<file path="src/pkg/dbgid_defines.svh">
// offsets, field positions, reset values and identity constants of the debug id window
`ifndef DBGID_DEFINES_SVH
`define DBGID_DEFINES_SVH

// device-specific registers, control upward from the base
`define DBGID_OFF_CTRL      12'h000
`define DBGID_OFF_STAT      12'h004
`define DBGID_OFF_CMD       12'h008
// integration register grows downward below the management region
`define DBGID_OFF_INTEG     12'hefc

// management region and identification words
`define DBGID_MGMT_BASE     12'hf00
`define DBGID_PID_BASE      12'hfd0
`define DBGID_OFF_PID4      12'hfd0
`define DBGID_OFF_PID5      12'hfd4
`define DBGID_OFF_PID6      12'hfd8
`define DBGID_OFF_PID7      12'hfdc
`define DBGID_OFF_PID0      12'hfe0
`define DBGID_OFF_PID1      12'hfe4
`define DBGID_OFF_PID2      12'hfe8
`define DBGID_OFF_PID3      12'hfec
`define DBGID_OFF_CID0      12'hff0
`define DBGID_OFF_CID1      12'hff4
`define DBGID_OFF_CID2      12'hff8
`define DBGID_OFF_CID3      12'hffc

// field positions
`define DBGID_CTRL_MODE_MSB 1
`define DBGID_CMD_CLR_BIT   0
`define DBGID_CMD_WCLR_BIT  1
`define DBGID_STAT_RES1_BIT 31
`define DBGID_STAT_WRAP_BIT 16
`define DBGID_CNT_W         16

// reset values
`define DBGID_CTRL_RST      2'h0
`define DBGID_INTEG_RST     1'h0
`define DBGID_MINOR_FIX_RST 4'h0

// fixed identification fields
`define DBGID_CLASS         4'h9
`define DBGID_SIZE          4'h0
`define DBGID_REVISION      4'h0
`define DBGID_CUST_MOD      4'h0
`define DBGID_JEDEC_USED    1'h1

`endif

</file>
<file path="src/pkg/dbgid_pkg.sv">
// types shared by the debug id window modules
package dbgid_pkg;

  // counter modes held in the control register
  typedef enum logic [1:0] {
    DBGID_MODE_OFF,
    DBGID_MODE_FREE,
    DBGID_MODE_EVENT,
    DBGID_MODE_RSVD
  } dbgid_mode_t;

  // bus access phase
  typedef enum logic {
    DBGID_ST_IDLE,
    DBGID_ST_RESP
  } dbgid_state_t;

endpackage

</file>
<file path="src/rtl/dbgid_minor_fix_revision_flops.sv">
// minor-fix revision held in flops so a metal fix can change it
`timescale 1ns/10ps
`include "dbgid_defines.svh"
module dbgid_minor_fix_flops (
  input  wire logic       i_clk_sys,
  input  wire logic       i_sys_rst,
  output logic      [3:0] o_minor_fix
);
  localparam logic [3:0] RST_VAL = `DBGID_MINOR_FIX_RST;

  // one flop per bit, each re-tieable on its own by an eco
  for (genvar g = 0; g < 4; g++) begin : g_bit
    always_ff @(posedge i_clk_sys) begin
      if (i_sys_rst) begin
        o_minor_fix[g] <= RST_VAL[g];
      end else begin
        o_minor_fix[g] <= o_minor_fix[g];
      end
    end
  end
endmodule // dbgid_minor_fix_flops

</file>
<file path="src/rtl/dbgid_id_rom.sv">
// identification byte lookup for the top words of the window
`timescale 1ns/10ps
`include "dbgid_defines.svh"
module dbgid_id_rom #(
  parameter logic [11:0] P_PART_NUM = 12'h123, // arbitrary value
  parameter logic [3:0]  P_DES_CONT = 4'h0,    // arbitrary value
  parameter logic [6:0]  P_DES_ID   = 7'h15,   // arbitrary value
  parameter logic [7:0]  P_PRE0     = 8'h00,
  parameter logic [3:0]  P_PRE1     = 4'h0,
  parameter logic [7:0]  P_PRE2     = 8'h00,
  parameter logic [7:0]  P_PRE3     = 8'h00
) (
  input  wire logic [11:0] i_addr,
  input  wire logic [3:0]  i_minor_fix,
  output logic             o_hit,
  output logic      [7:0]  o_byte
);
  // word match, byte lanes ignored since only word accesses exist
  function automatic logic at(input logic [11:0] a, input logic [11:0] off);
    return a[11:2] == off[11:2];
  endfunction

  // identification bytes, bits 31:8 are left to the caller as zero
  assign o_hit  = i_addr[11:2] >= `DBGID_PID_BASE >> 2;
  assign o_byte =
    at(i_addr, `DBGID_OFF_PID4) ? {`DBGID_SIZE, P_DES_CONT} :
    at(i_addr, `DBGID_OFF_PID0) ? P_PART_NUM[7:0] :
    at(i_addr, `DBGID_OFF_PID1) ? {P_DES_ID[3:0], P_PART_NUM[11:8]} :
    at(i_addr, `DBGID_OFF_PID2) ? {`DBGID_REVISION, `DBGID_JEDEC_USED,
                                   P_DES_ID[6:4]} :
    at(i_addr, `DBGID_OFF_PID3) ? {i_minor_fix, `DBGID_CUST_MOD} :
    at(i_addr, `DBGID_OFF_CID0) ? P_PRE0 :
    at(i_addr, `DBGID_OFF_CID1) ? {`DBGID_CLASS, P_PRE1} :
    at(i_addr, `DBGID_OFF_CID2) ? P_PRE2 :
    at(i_addr, `DBGID_OFF_CID3) ? P_PRE3 :
    8'h00;
endmodule // dbgid_id_rom

</file>
<file path="src/rtl/dbgid_window.sv">
// debug component register window: device registers, management region, id words
`timescale 1ns/10ps
`include "dbgid_defines.svh"
//
// Behaviour
// words 0xf00-0xffc hold only management registers, never device controls.
// peripheral id at 0xfd0-0xfec, component id in last four words.
// device controls grow up from 0x000, integration down from 0xefc.
// all accesses are aligned 32-bit word accesses.
// reading write-only or writing read-only acts as reserved: zero, no effect.
// unimplemented registers and bits read zero and ignore writes.
// reserved fields read fixed zero or fixed one and ignore writes.
// host treats reserved bits unknown, never reads wo nor writes ro.
// reserved written values map onto a permitted behaviour.
// every component has both component and peripheral id sets.
// component id word one class field encodes the component class.
// peripheral id word four holds size count and continuation count.
// peripheral id word three holds minor-fix revision and customer modified.
// peripheral id word two: revision, bit 3 one, designer bits 6:4.
// word one: designer bits 3:0 and part 11:8; word zero part 7:0.
// peripheral id words five to seven read zero.
// designer code is continuation count plus low seven bits of final byte.
// revision starts at zero, one step per revision.
// customer modified field reports licensee changes, normally zero.
// minor-fix revision driven from flops resetting to zero.
// size count is log2 of window in 4KB units, zero here.
// full words present their bytes little-endian.
// id words constant after reset, bits 31:8 read zero.
module dbgid_window
  import dbgid_pkg::*;
#(
  parameter logic [11:0] P_PART_NUM = 12'h123, // arbitrary value
  parameter logic [3:0]  P_DES_CONT = 4'h0,    // arbitrary value
  parameter logic [6:0]  P_DES_ID   = 7'h15    // arbitrary value
) (
  input  wire logic        i_clk_sys,
  input  wire logic        i_sys_rst,
  input  wire logic        i_psel,
  input  wire logic        i_penable,
  input  wire logic        i_pwrite,
  input  wire logic [11:0] i_paddr,
  input  wire logic [31:0] i_pwdata,
  input  wire logic        i_event,
  output logic      [31:0] o_prdata,
  output logic             o_pready,
  output logic             o_pslverr,
  output logic             o_count_active,
  output logic             o_integ_out
);

  dbgid_state_t           state;
  dbgid_state_t           next_state;
  dbgid_mode_t            mode;
  logic                   integ;
  logic [`DBGID_CNT_W-1:0] count;
  logic                   wrap;
  logic [3:0]             minor_fix;
  logic                   id_hit;
  logic [7:0]             id_byte;

  // word decode, low two address bits never matter
  function automatic logic hit(input logic [11:0] a, input logic [11:0] off);
    return a[11:2] == off[11:2];
  endfunction

  // access phase is taken once, the response cycle blocks a second take
  wire acc   = i_psel & i_penable & (state == DBGID_ST_IDLE);
  wire wr_go = acc & i_pwrite;
  wire rd_go = acc & ~i_pwrite;

  // register decode
  wire hit_ctrl  = hit(i_paddr, `DBGID_OFF_CTRL);
  wire hit_stat  = hit(i_paddr, `DBGID_OFF_STAT);
  wire hit_cmd   = hit(i_paddr, `DBGID_OFF_CMD);
  wire hit_integ = hit(i_paddr, `DBGID_OFF_INTEG);
  wire in_mgmt   = i_paddr >= `DBGID_MGMT_BASE;
  wire in_pid    = i_paddr >= `DBGID_PID_BASE &&
                   i_paddr[11:2] <= `DBGID_OFF_PID3 >> 2;

  // counter steering; the reserved mode is kept but behaves as off
  wire mode_free  = mode == DBGID_MODE_FREE;
  wire mode_event = mode == DBGID_MODE_EVENT;
  wire count_on   = mode_free | (mode_event & i_event);
  wire cnt_clr    = wr_go & hit_cmd & i_pwdata[`DBGID_CMD_CLR_BIT];
  wire wrap_clr   = wr_go & hit_cmd & i_pwdata[`DBGID_CMD_WCLR_BIT];
  wire wrap_evt   = count_on & (&count) & ~cnt_clr;
  wire [`DBGID_CNT_W-1:0] next_count =
    cnt_clr  ? '0 :
    count_on ? count + `DBGID_CNT_W'(1) : count;
  // hardware set beats a software clear in the same cycle
  wire next_wrap  = wrap_evt | (wrap & ~wrap_clr);

  // status word: bit 31 reserved-one, the rest of the spare bits zero
  wire [31:0] stat_word = {1'b1, 14'h0000, wrap, count};

  // read mux; write-only, management gaps and unmapped words read zero
  wire [31:0] rd_word =
    hit_ctrl  ? {30'h0000_0000, mode} :
    hit_stat  ? stat_word :
    hit_integ ? {31'h0000_0000, integ} :
    id_hit    ? {24'h00_0000, id_byte} :
    32'h0000_0000;

  wire [31:0] next_prdata = rd_go ? rd_word : 32'h0000_0000;

  // one wait state: response follows the access phase by one edge
  assign next_state = acc ? DBGID_ST_RESP : DBGID_ST_IDLE;

  // identification bytes
  dbgid_id_rom #(
    .P_PART_NUM (P_PART_NUM),
    .P_DES_CONT (P_DES_CONT),
    .P_DES_ID   (P_DES_ID)
  ) u_id_rom (
    .i_addr      (i_paddr),
    .i_minor_fix (minor_fix),
    .o_hit       (id_hit),
    .o_byte      (id_byte)
  );

  // minor-fix revision flops
  dbgid_minor_fix_flops u_minor_fix (
    .i_clk_sys   (i_clk_sys),
    .i_sys_rst   (i_sys_rst),
    .o_minor_fix (minor_fix)
  );

  // bus response
  always_ff @(posedge i_clk_sys) begin
    if (i_sys_rst) begin
      state     <= DBGID_ST_IDLE;
      o_pready  <= 1'b0;
      o_prdata  <= 32'h0000_0000;
      o_pslverr <= 1'b0;
    end else begin
      state     <= next_state;
      o_pready  <= acc;
      o_prdata  <= next_prdata;
      o_pslverr <= 1'b0; // no error: reserved words are raz/wi, not faults
    end
  end

  // writable registers; command writes act in the counter block, writes elsewhere fall on nothing
  always_ff @(posedge i_clk_sys) begin
    if (i_sys_rst) begin
      mode  <= dbgid_mode_t'(`DBGID_CTRL_RST);
      integ <= `DBGID_INTEG_RST;
    end else begin
      if (wr_go & hit_ctrl) begin
        mode <= dbgid_mode_t'(i_pwdata[`DBGID_CTRL_MODE_MSB:0]);
      end
      if (wr_go & hit_integ) begin
        integ <= i_pwdata[0];
      end
    end
  end

  // event counter and sticky wrap flag
  always_ff @(posedge i_clk_sys) begin
    if (i_sys_rst) begin
      count          <= '0;
      wrap           <= 1'b0;
      o_count_active <= 1'b0;
      o_integ_out    <= `DBGID_INTEG_RST;
    end else begin
      count          <= next_count;
      wrap           <= next_wrap;
      o_count_active <= count_on;
      o_integ_out    <= integ;
    end
  end
endmodule // dbgid_window

</file>
<file path="config.mk">
export PLATFORM = sky130hd
export DESIGN_NAME = dbgid_window
export DESIGN_NICKNAME = d
export VERILOG_FILES = /design/src/pkg/dbgid_pkg.sv /design/src/rtl/dbgid_minor_fix_revision_flops.sv /design/src/rtl/dbgid_id_rom.sv /design/src/rtl/dbgid_window.sv
export VERILOG_INCLUDE_DIRS = /design/src /design/src/pkg
export SDC_FILE = /design/constraint.sdc
export NUM_CORES = 1
export LEC_CHECK = 0
export CAP_MARGIN = 20
export CORE_MARGIN = 1.5
export CORE_UTILIZATION = 59
export CTS_BUF_LIST = sky130_fd_sc_hd__clkbuf_4
export CTS_CLUSTER_DIAMETER = 150
export CTS_CLUSTER_SIZE = 16
export DETAILED_ROUTE_END_ITERATION = 7
export DONT_BUFFER_PORTS = 1
export PLACE_DENSITY = 0.78
export SLEW_MARGIN = 20
export SYNTH_ARGS = -nofsm -noshare
export SYNTH_HDL_FRONTEND = slang
export SYNTH_HIERARCHICAL = 1
export SYNTH_SLANG_ARGS = --single-unit
</file>
<file path="constraint.sdc">
create_clock -name i_clk_sys -period 1.7 [get_ports i_clk_sys]
set_clock_uncertainty 0.1 [all_clocks]
set_input_delay 0.17 -clock i_clk_sys [delete_from_list [all_inputs] [get_ports i_clk_sys]]
set_output_delay 0.17 -clock i_clk_sys [all_outputs]
set_load 0.03 [all_outputs]
</file>
* Word-level counts from Yosys, hierarchy flattened
Index checks and enable logic that the tools add are counted.
Storage, ports and cells: memories 0, flip-flop bits (word level) 56, output and inout port bits 36, logic and storage cells 63, latch bits 0, bits in writable memories 0, ROM bits 0
Operators by class: divide/modulo/power cells 0, shift-type cells 0, $lt $le $gt $ge 1, eq/ne operators 12, mux-type cells 12, multipliers 0, reductions and logical operators 6, bitwise operators 20, $add $sub $neg 1
Operator list (number):
- $eq 10x10->1 const B | 8
- $mux 8 | 9
- $mux 32 | 1
- $add 16x1->16 const B | 1
- $reduce_and 16->1 | 1
- $and 1x1->1 | 13
- $eq 10x1->1 const B | 1
- $eq 10x2->1 const B | 1
- $ge 10x10->1 const B | 1
- $logic_not 10->1 | 1
- $not 1->1 | 5
- $reduce_or 5->1 | 1
- $reduce_or 2->1 | 2
- $reduce_or 3->1 | 1
- $eq 2x1->1 const B | 1
- $eq 2x2->1 const B | 1
- $mux 2 | 1
- $or 1x1->1 | 2
- $mux 1 | 1

* Longest topological paths before layout
Gate-level depths: netlist (run 1).
depth after elaboration 12, mapped depth 6

* By module
The synthesis (run 1) kept the hierarchy.
By module, submodules not included:
- dbgid_window | cells each 189, times used 1, area an instance 1813.0 sq um
- dbgid_id_rom | cells each 21, times used 1, area an instance 153.9 sq um
- dbgid_minor_fix_flops | cells each 5, times used 1, area an instance 33.8 sq um

* Least setup slack after synthesis (run 1)
Ideal clock, no wire load.
kind register to register, start register mode[0], end register count[12], data arrival time 1.590 ns, stages on the path, launching flop included 5, path buffers 0, setup slack -0.060 ns, library setup time 0.070 ns, required time 1.530 ns, path through dfxtp_1 -> nand3b_1 -> a211o_1 -> or4_1 -> a21oi_1
On the way: cells in the longest elaborated chain, start to end 3
Ends and longest elaborated chain:
- from (decl) | RTL line dbgid_window.sv:53 | dbgid_mode_t mode;
- from (signal assigned) | RTL line dbgid_window.sv:146 | mode <= dbgid_mode_t'(`DBGID_CTRL_RST);
- from (signal assigned) | RTL line dbgid_window.sv:150 | mode <= dbgid_mode_t'(i_pwdata[`DBGID_CTRL_MODE_MSB:0]);
- $eq 2x2->1 | RTL line dbgid_window.sv:82 | wire mode_event = mode == DBGID_MODE_EVENT;
- $and 1x1->1 | RTL line dbgid_window.sv:83 | wire count_on = mode_free | (mode_event & i_event);
- $or 1x1->1 * | RTL line dbgid_window.sv:83
- to (signal assigned) | RTL line dbgid_window.sv:166 | count <= next_count;
- to (decl) | RTL line dbgid_window.sv:55 | logic [`DBGID_CNT_W-1:0] count;
Every way passes the cells marked *; elsewhere a longest branch is shown, timed or not. A chain may end at the register's enable or synchronous reset.

* Worst setup path in the final report (run 1)
start register count[11], end register count[15]
On the way: cells in the longest elaborated chain, start to end 1
Ends and longest elaborated chain:
- $add 16x1->16 | RTL line dbgid_window.sv:89 | count_on ? count + `DBGID_CNT_W'(1) : count;
Every way passes these cells.

==> results of run 1 <==
-- worst max-delay path, delay by kind of cell (launching register included) --
family          cells  cell delay (ns)
compound gates      1             0.14
flops               1             0.38
simple gates        3             1.08
-- area by class of cell --
class,count,area [µm²],share of cell area (%)
repair buffers,47,414,16.5
inverters,5,18.8,0.746
clock buffers,5,37.5,1.49
clock inverters,3,41.3,1.64
flip-flops and latches,41,837,33.3
well taps,44,55.1,2.19
multi-input cells,159,1110,44.2
-- repair_timing --
action                                  4_1_cts  5_1_grt
endpoints found under the setup margin        5       10
gates cloned                                  0        0
hold endpoints to repair                     12        0
buffers inserted                              2        4
hold buffers                                 10        0
resized for setup                             6       31
pin swaps                                     4       11
-- per-layer routing --
metal | vias to the layer above | wire length [µm] | track usage (%)
met5 | - | 0 | 0
met4 | 0 | 133 | 12.7
met3 | 17 | 293 | 8.19
met2 | 81 | 2850 | 47.4
met1 | 869 | 2080 | 32.6
li1 | 827 | - | -
-- per-stage QoR --
stage          cell area (µm²)  hold WS [ns]  setup WS (ns)  std cells  power (W)
3_5_place_dp              2180         0.148        -0.0275        280    0.00107
4_1_cts                   2390       0.00894        -0.0178        300    0.00171
6_report                  2520        0.0217        -0.0542        304    0.00171
3_3_place_gp              2180         0.150        0.00279        280    0.00107
2_1_floorplan             2070         0.213        -0.0547        232    0.00110
5_1_grt                   2520        0.0232         -0.109        304    0.00175
-- worst paths after layout --
kind,start,endpoint,cells past startpoint
hold / removal,i_paddr[3],o_prdata[3]$_SDFF_PP0_,3
setup / recovery,count[11]$_SDFFE_PP0P_,count[15]$_SDFFE_PP0P_,4
hold reg to reg,wrap$_SDFF_PP0_,o_prdata[16]$_SDFF_PP0_,1
setup reg to reg,count[11]$_SDFFE_PP0P_,count[15]$_SDFFE_PP0P_,4
-- cell usage in the layout (no fill, tap or decap), types with 5 or more instances in the layout --
cell type      synthesis  routed
nand2b_1               8       8
nand2_1               10      10
clkbuf_4               0       5
dfxtp_2                0      10
and2_1                10      10
nand4_1                6       6
inv_1                  5       5
nor2_1                11      11
xor2_1                 5       5
a211oi_1               5       5
buf_4                 22      32
a21oi_1               10       6
conb_1                 3      20
nand3_1                5       5
dfxtp_1               41      30
a22o_1                 6       6
dlygate4sd3_1          0      10
-- power by group through the flow --
stage	clock, W	combinational, W	sequential (W)
2_1_floorplan	0	0.000109	0.000986
5_1_grt	0.000669	0.000122	0.000961
4_1_cts	0.000636	0.000110	0.000962
3_5_place_dp	0	0.0000865	0.000984
6_report	0.000633	0.000117	0.000960
3_3_place_gp	0	0.0000856	0.000984
-- kinds of logic after synthesis --
family | synth area share, %
compound gates | 15.6
xor+xnor | 3.50
fa+ha+maj | 0.625
buf+inv | 10.6
flops | 41.0
mux | 2.63
other cells | 0.563
simple gates | 25.5
-- sequential cells by signal, summed over array words and instances, names as in the netlist --
register and count:
o_count_active 1, mode 2, integ 1, o_integ_out 1, wrap 1, o_prdata 18
o_pready 1, count 16
==> out/summary.md, run 1 <==
- **remaining global-route overflow** 0
- **synthesized instance count** 215
- **sequential power share** 56.2%
- **cell with the most instances after synthesis** dfxtp_1
- **vias in the first global route** 1707
- **number of inserted filler cells in the final layout** 197
- **setup repair after global routing missed its margin** true
- **die extent in x** 61.2 µm
- **worst-path maximum fanout** 5
- **number of nets at the end of the flow** 310
- **setup total negative slack** -0.108 ns
- **CP arrival** 1.96 ns
- **min-delay worst type** primary input to flip-flop
- **status** finished with violations
- **shortest period the worst path allows** 1.75 ns
- **detailed-route wire length** 5360 µm
- **post-detailed-route DRC marker count** 0
- **Wirelength per Cell** 17.6 µm
- **ordered list of cells on the worst path** nand2_1 > or3_4 > or4_1 > a21oi_2
- **Net Sw Frac** 24.0%
- **count of endpoints failing setup in the final report** 2
- **Post-Synthesis Cell Area** 2000 µm²
- **type of element launching the critical path** flip-flop
- **maximum clock path buffer count** 2
- **Vias/cell** 5.90
- **largest cells by area after synthesis** dfxtp_1 41%, buf_4 8.3%, and2_1 3.1%
- **Pins Over Slew Limit** 0
- **proportion of power drawn by the clock network** 37.0%
- **crit path setup slack, layout** -0.0542 ns
- **CTS tree** built
- **number of nets still failing antenna checks after routing** 0
- **core outline area** 3130 µm²
- **cell accounting for the most synthesized area** dfxtp_1
- **Fmax achieved** 570 MHz
- **P&R area growth vs syn** 25.8%
- **number of buffers created by CTS** 5
- **Max-cap violations** 0
- **Commonest cells post-synth** 41 x dfxtp_1, 22 x buf_4, 11 x nor2_1
- **detailed router's first-iteration violation count** 88
- **average footprint of a synthesized cell** 9.31 µm²
- **VDD IR-drop max** 0.000479 V
- **first-pass GRT wire length** 7620 µm
- **unique cell type count in the Yosys netlist** 47
- **number of antenna violations at the first check in global routing** 0
- **total half-perimeter wirelength after legalization and detailed placement** 3050 µm
- **maximum level of the CTS H-tree** 2
- **Yosys warnings** 6
- **Hold Vio Cnt, Final** 0
- **Die Footprint** 3750 µm²
- **maximum number of pins on one net before global-route repair** 17
- **floorplan die height** 61.2 µm
- **type of the worst setup path** flip-flop to flip-flop
- **number of rows created at floorplan** 20
- **count of buffers inserted at the top-level ports** 0
- **CP peak stage delay** 0.52 ns
- **violations in the final reports** setup timing
- **GPL Wtd Cong** 0.876
- **leading register cell type out of synthesis** dfxtp_1
- **share of the clock period used by the worst path** 103%
- **iteration count of the initial detailed-routing pass** 4
- **clk sinks** 41
- **Skew-Pair Late Insertion Delay** 0.36 ns
- **sequential area share after synthesis** 41.0%
- **Worst path slowest cell** or4_1
- **power per cell area** 679 nW/µm²
- **required time at the endpoint of the critical path** 1.90 ns
- **clock root buffer master** clkbuf_4
- **reg-to-reg slack, setup** -0.05 ns
- **P_leak** 0.953 nW
- **initial core utilization** 64.0%
- **fraction of post-synthesis cell area in the top cell type by area** 41.0%
- **portion of total power attributed to combinational logic** 6.8%
- **switching power** 0.000410 W
- **utilization after layout** 80.5%
- **total global routing track utilization** 28.0%
- **Diodes inserted** 0
- **asr flop ratio synth** 0%
- **number of ports placed on the die boundary** 86
- **Post-synth EDFFs** 0
- **Critical Path Sink Type** flip-flop
- **CTS clock-pin slew for the worst setup and hold paths** 0.12 ns
- **internal power consumption** 0.00130 W
- **overall via count from detail_route** 1794
- **share of final-layout standard cells stronger than drive strength 1** 31.2%
- **number of synthesized register bits** 41
Note: power is estimated with default switching activity, not from simulation.
==> run 2: changes to the inputs <==
Settings changed: BUFFER_PORTS_ARGS from default to -buffer_cell sky130_fd_sc_hd__buf_2, CORE_UTILIZATION 59 to 44, DONT_BUFFER_PORTS 1 to default.
==> out/summary.md, run 2 (synthesis results as in run 1) <==
- **floorplan die height** 70.4 µm
- **number of nets still failing antenna checks after routing** 0
- **ordered list of cells on the worst path** nand2b_1 > buf_4 > a211o_1 > or4_1 > a21oi_1
- **sequential power share** 50.7%
- **largest register by flop count** o_prdata
- **Max-cap violations** 0
- **worst reg-to-reg path cell count** 5
- **Wirelength per Cell** 12.1 µm
- **CP peak stage delay** 0.40 ns
- **number of ports placed on the die boundary** 86
- **Stages on worst setup path** 5
- **Die Footprint** 4960 µm²
- **count of endpoints failing setup in the final report** 1
- **die extent in x** 70.4 µm
- **setup repair after global routing missed its margin** true
- **maximum number of pins on one net before global-route repair** 17
- **share of the clock period used by the worst path** 101%
- **violations in the final reports** setup timing
- **number of rows created at floorplan** 24
- **type of element launching the critical path** flip-flop
- **Diodes inserted** 0
- **GPL Wtd Cong** 0.819
- **Largest regs** o_prdata x18, count x16, mode x2
- **iteration count of the initial detailed-routing pass** 4
- **CTS clock-pin slew for the worst setup and hold paths** 0.13 ns
- **total buffers and inverters traversed by the critical path** 1
- **P_leak** 1.14 nW
- **type of the worst setup path** flip-flop to flip-flop
- **Routed met3 length** 193 µm
- **worst hold path stage count** 3
- **most frequent cells in the layout** 38 x buf_2, 38 x buf_4, 35 x dfxtp_1
- **P&R area growth vs syn** 33.6%
- **status** finished with violations
- **top metal layer carrying routed signals** met4
- **number of nets at the end of the flow** 347
- **internal power consumption** 0.00147 W
- **clock root buffer master** clkbuf_4
- **Net Sw Frac** 22.4%
- **power per cell area** 710 nW/µm²
- **CP arrival** 1.90 ns
- **total global routing track utilization** 17.7%
- **first-pass GRT wire length** 7040 µm
- **Worst path slowest cell** or4_1
- **number of flip-flops under the largest register name** 18
- **clk sinks** 41
- **multi-input logic area** 1080 µm²
- **CTS tree** built
- **wire length on met2** 2040 µm
- **dominant delay contributor by cell family on the critical path** simple AND/OR/NAND/NOR gates
- **Fmax achieved** 584 MHz
- **share of final-layout standard cells stronger than drive strength 1** 37.7%
- **Critical Path Sink Type** flip-flop
- **VDD IR-drop max** 0.000417 V
- **Hold Vio Cnt, Final** 0
- **number of antenna violations at the first check in global routing** 0
- **worst-path maximum fanout** 7
- **total half-perimeter wirelength after legalization and detailed placement** 3070 µm
- **post-layout total power** 0.00190 W
- **Skew-Pair Late Insertion Delay** 0.36 ns
- **count of buffers inserted at the top-level ports** 38
- **vias in the first global route** 1614
- **number of inserted filler cells in the final layout** 347
- **remaining global-route overflow** 0
- **initial core utilization** 45.9%
- **min-delay worst type** primary input to flip-flop
- **number of buffers created by CTS** 5
- **maximum clock path buffer count** 2
- **detailed-route wire length** 4210 µm
- **portion of total power attributed to combinational logic** 8.2%
- **Storage cell area** 828 µm²
- **overall via count from detail_route** 1772
- **switching power** 0.000424 W
- **shortest period the worst path allows** 1.71 ns
- **required time at the endpoint of the critical path** 1.89 ns
- **core outline area** 4350 µm²
- **maximum level of the CTS H-tree** 2
- **post-detailed-route DRC marker count** 0
- **pre-CTS setup slack** -0.133 ns
- **sum of routed wire segments on met1** 1930 µm
- **detailed router's first-iteration violation count** 116
- **Vias/cell** 5.08
- **proportion of power drawn by the clock network** 41.0%
- **Pins Over Slew Limit** 0
- **crit path setup slack, layout** -0.0112 ns
run 2: final timing paths:
path,to,slack [ns],from
max,count[15]$_SDFFE_PP0P_,-0.01,mode[1]$_SDFFE_PP0P_
min,integ$_SDFFE_PP0P_,0.05,i_pwrite
max reg2reg,count[15]$_SDFFE_PP0P_,-0.01,mode[1]$_SDFFE_PP0P_
min reg2reg,o_pready$_SDFF_PP0_,0.40,o_pready$_SDFF_PP0_
run 2: worst register-to-register path, cell delays in order, from the launching register on:
cell,delay [ns]
dfxtp_1,0.34
nand2b_1,0.17
buf_4,0.18
a211o_1,0.33
or4_1,0.40
a21oi_1,0.13
run 2: cell type report:
cell class	count	area share, %
Clock inverter	3	2.43
Clock buffer	5	1.40
Sequential cell	41	31.0
Tap cell	52	2.43
Inverter	5	0.702
Multi-Input combinational cell	159	40.4
Timing Repair Buffer	84	21.6
run 2: metal layers:
metal | global-route usage (%) | up-vias
li1 | - | 907
met1 | 22.0 | 813
met2 | 29.4 | 47
met3 | 4.76 | 5
met4 | 5.98 | 0
met5 | 0 | -
run 2: metrics by stage:
step / hold slack, ns / area (µm²) / std cells / setup TNS [ns] / util (%)
final: 0.0523 / 2670 / 349 / -0.0112 / 61.4
after global routing: 0.0691 / 2670 / 349 / -0.281 / 61.4
after CTS: 0.0498 / 2610 / 348 / -0.0160 / 60.0
after detailed placement: 0.342 / 2440 / 333 / -0.983 / 56.0
after global placement: 0.332 / 2440 / 333 / -0.653 / 56.0
after floorplan: 0.213 / 2070 / 232 / -0.315 / -
run 2: repair_timing:
item / in CTS / in global routing
cloned: 0 / 0
hold buffers: 5 / 0
buffers inserted: 2 / 1
pin swaps: 2 / 10
resized for setup: 4 / 14
setup endpoints to repair: 3 / 9
endpoints found under the hold margin: 5 / 0
run 2: power by group through the flow:
stage               logic (W)  clock network [W]  registers [W]
global placement     0.000142                  0       0.000984
floorplan            0.000109                  0       0.000986
detailed placement   0.000145                  0       0.000984
global route         0.000168           0.000837       0.000963
finish               0.000156           0.000779       0.000962
CTS                  0.000154           0.000791       0.000962
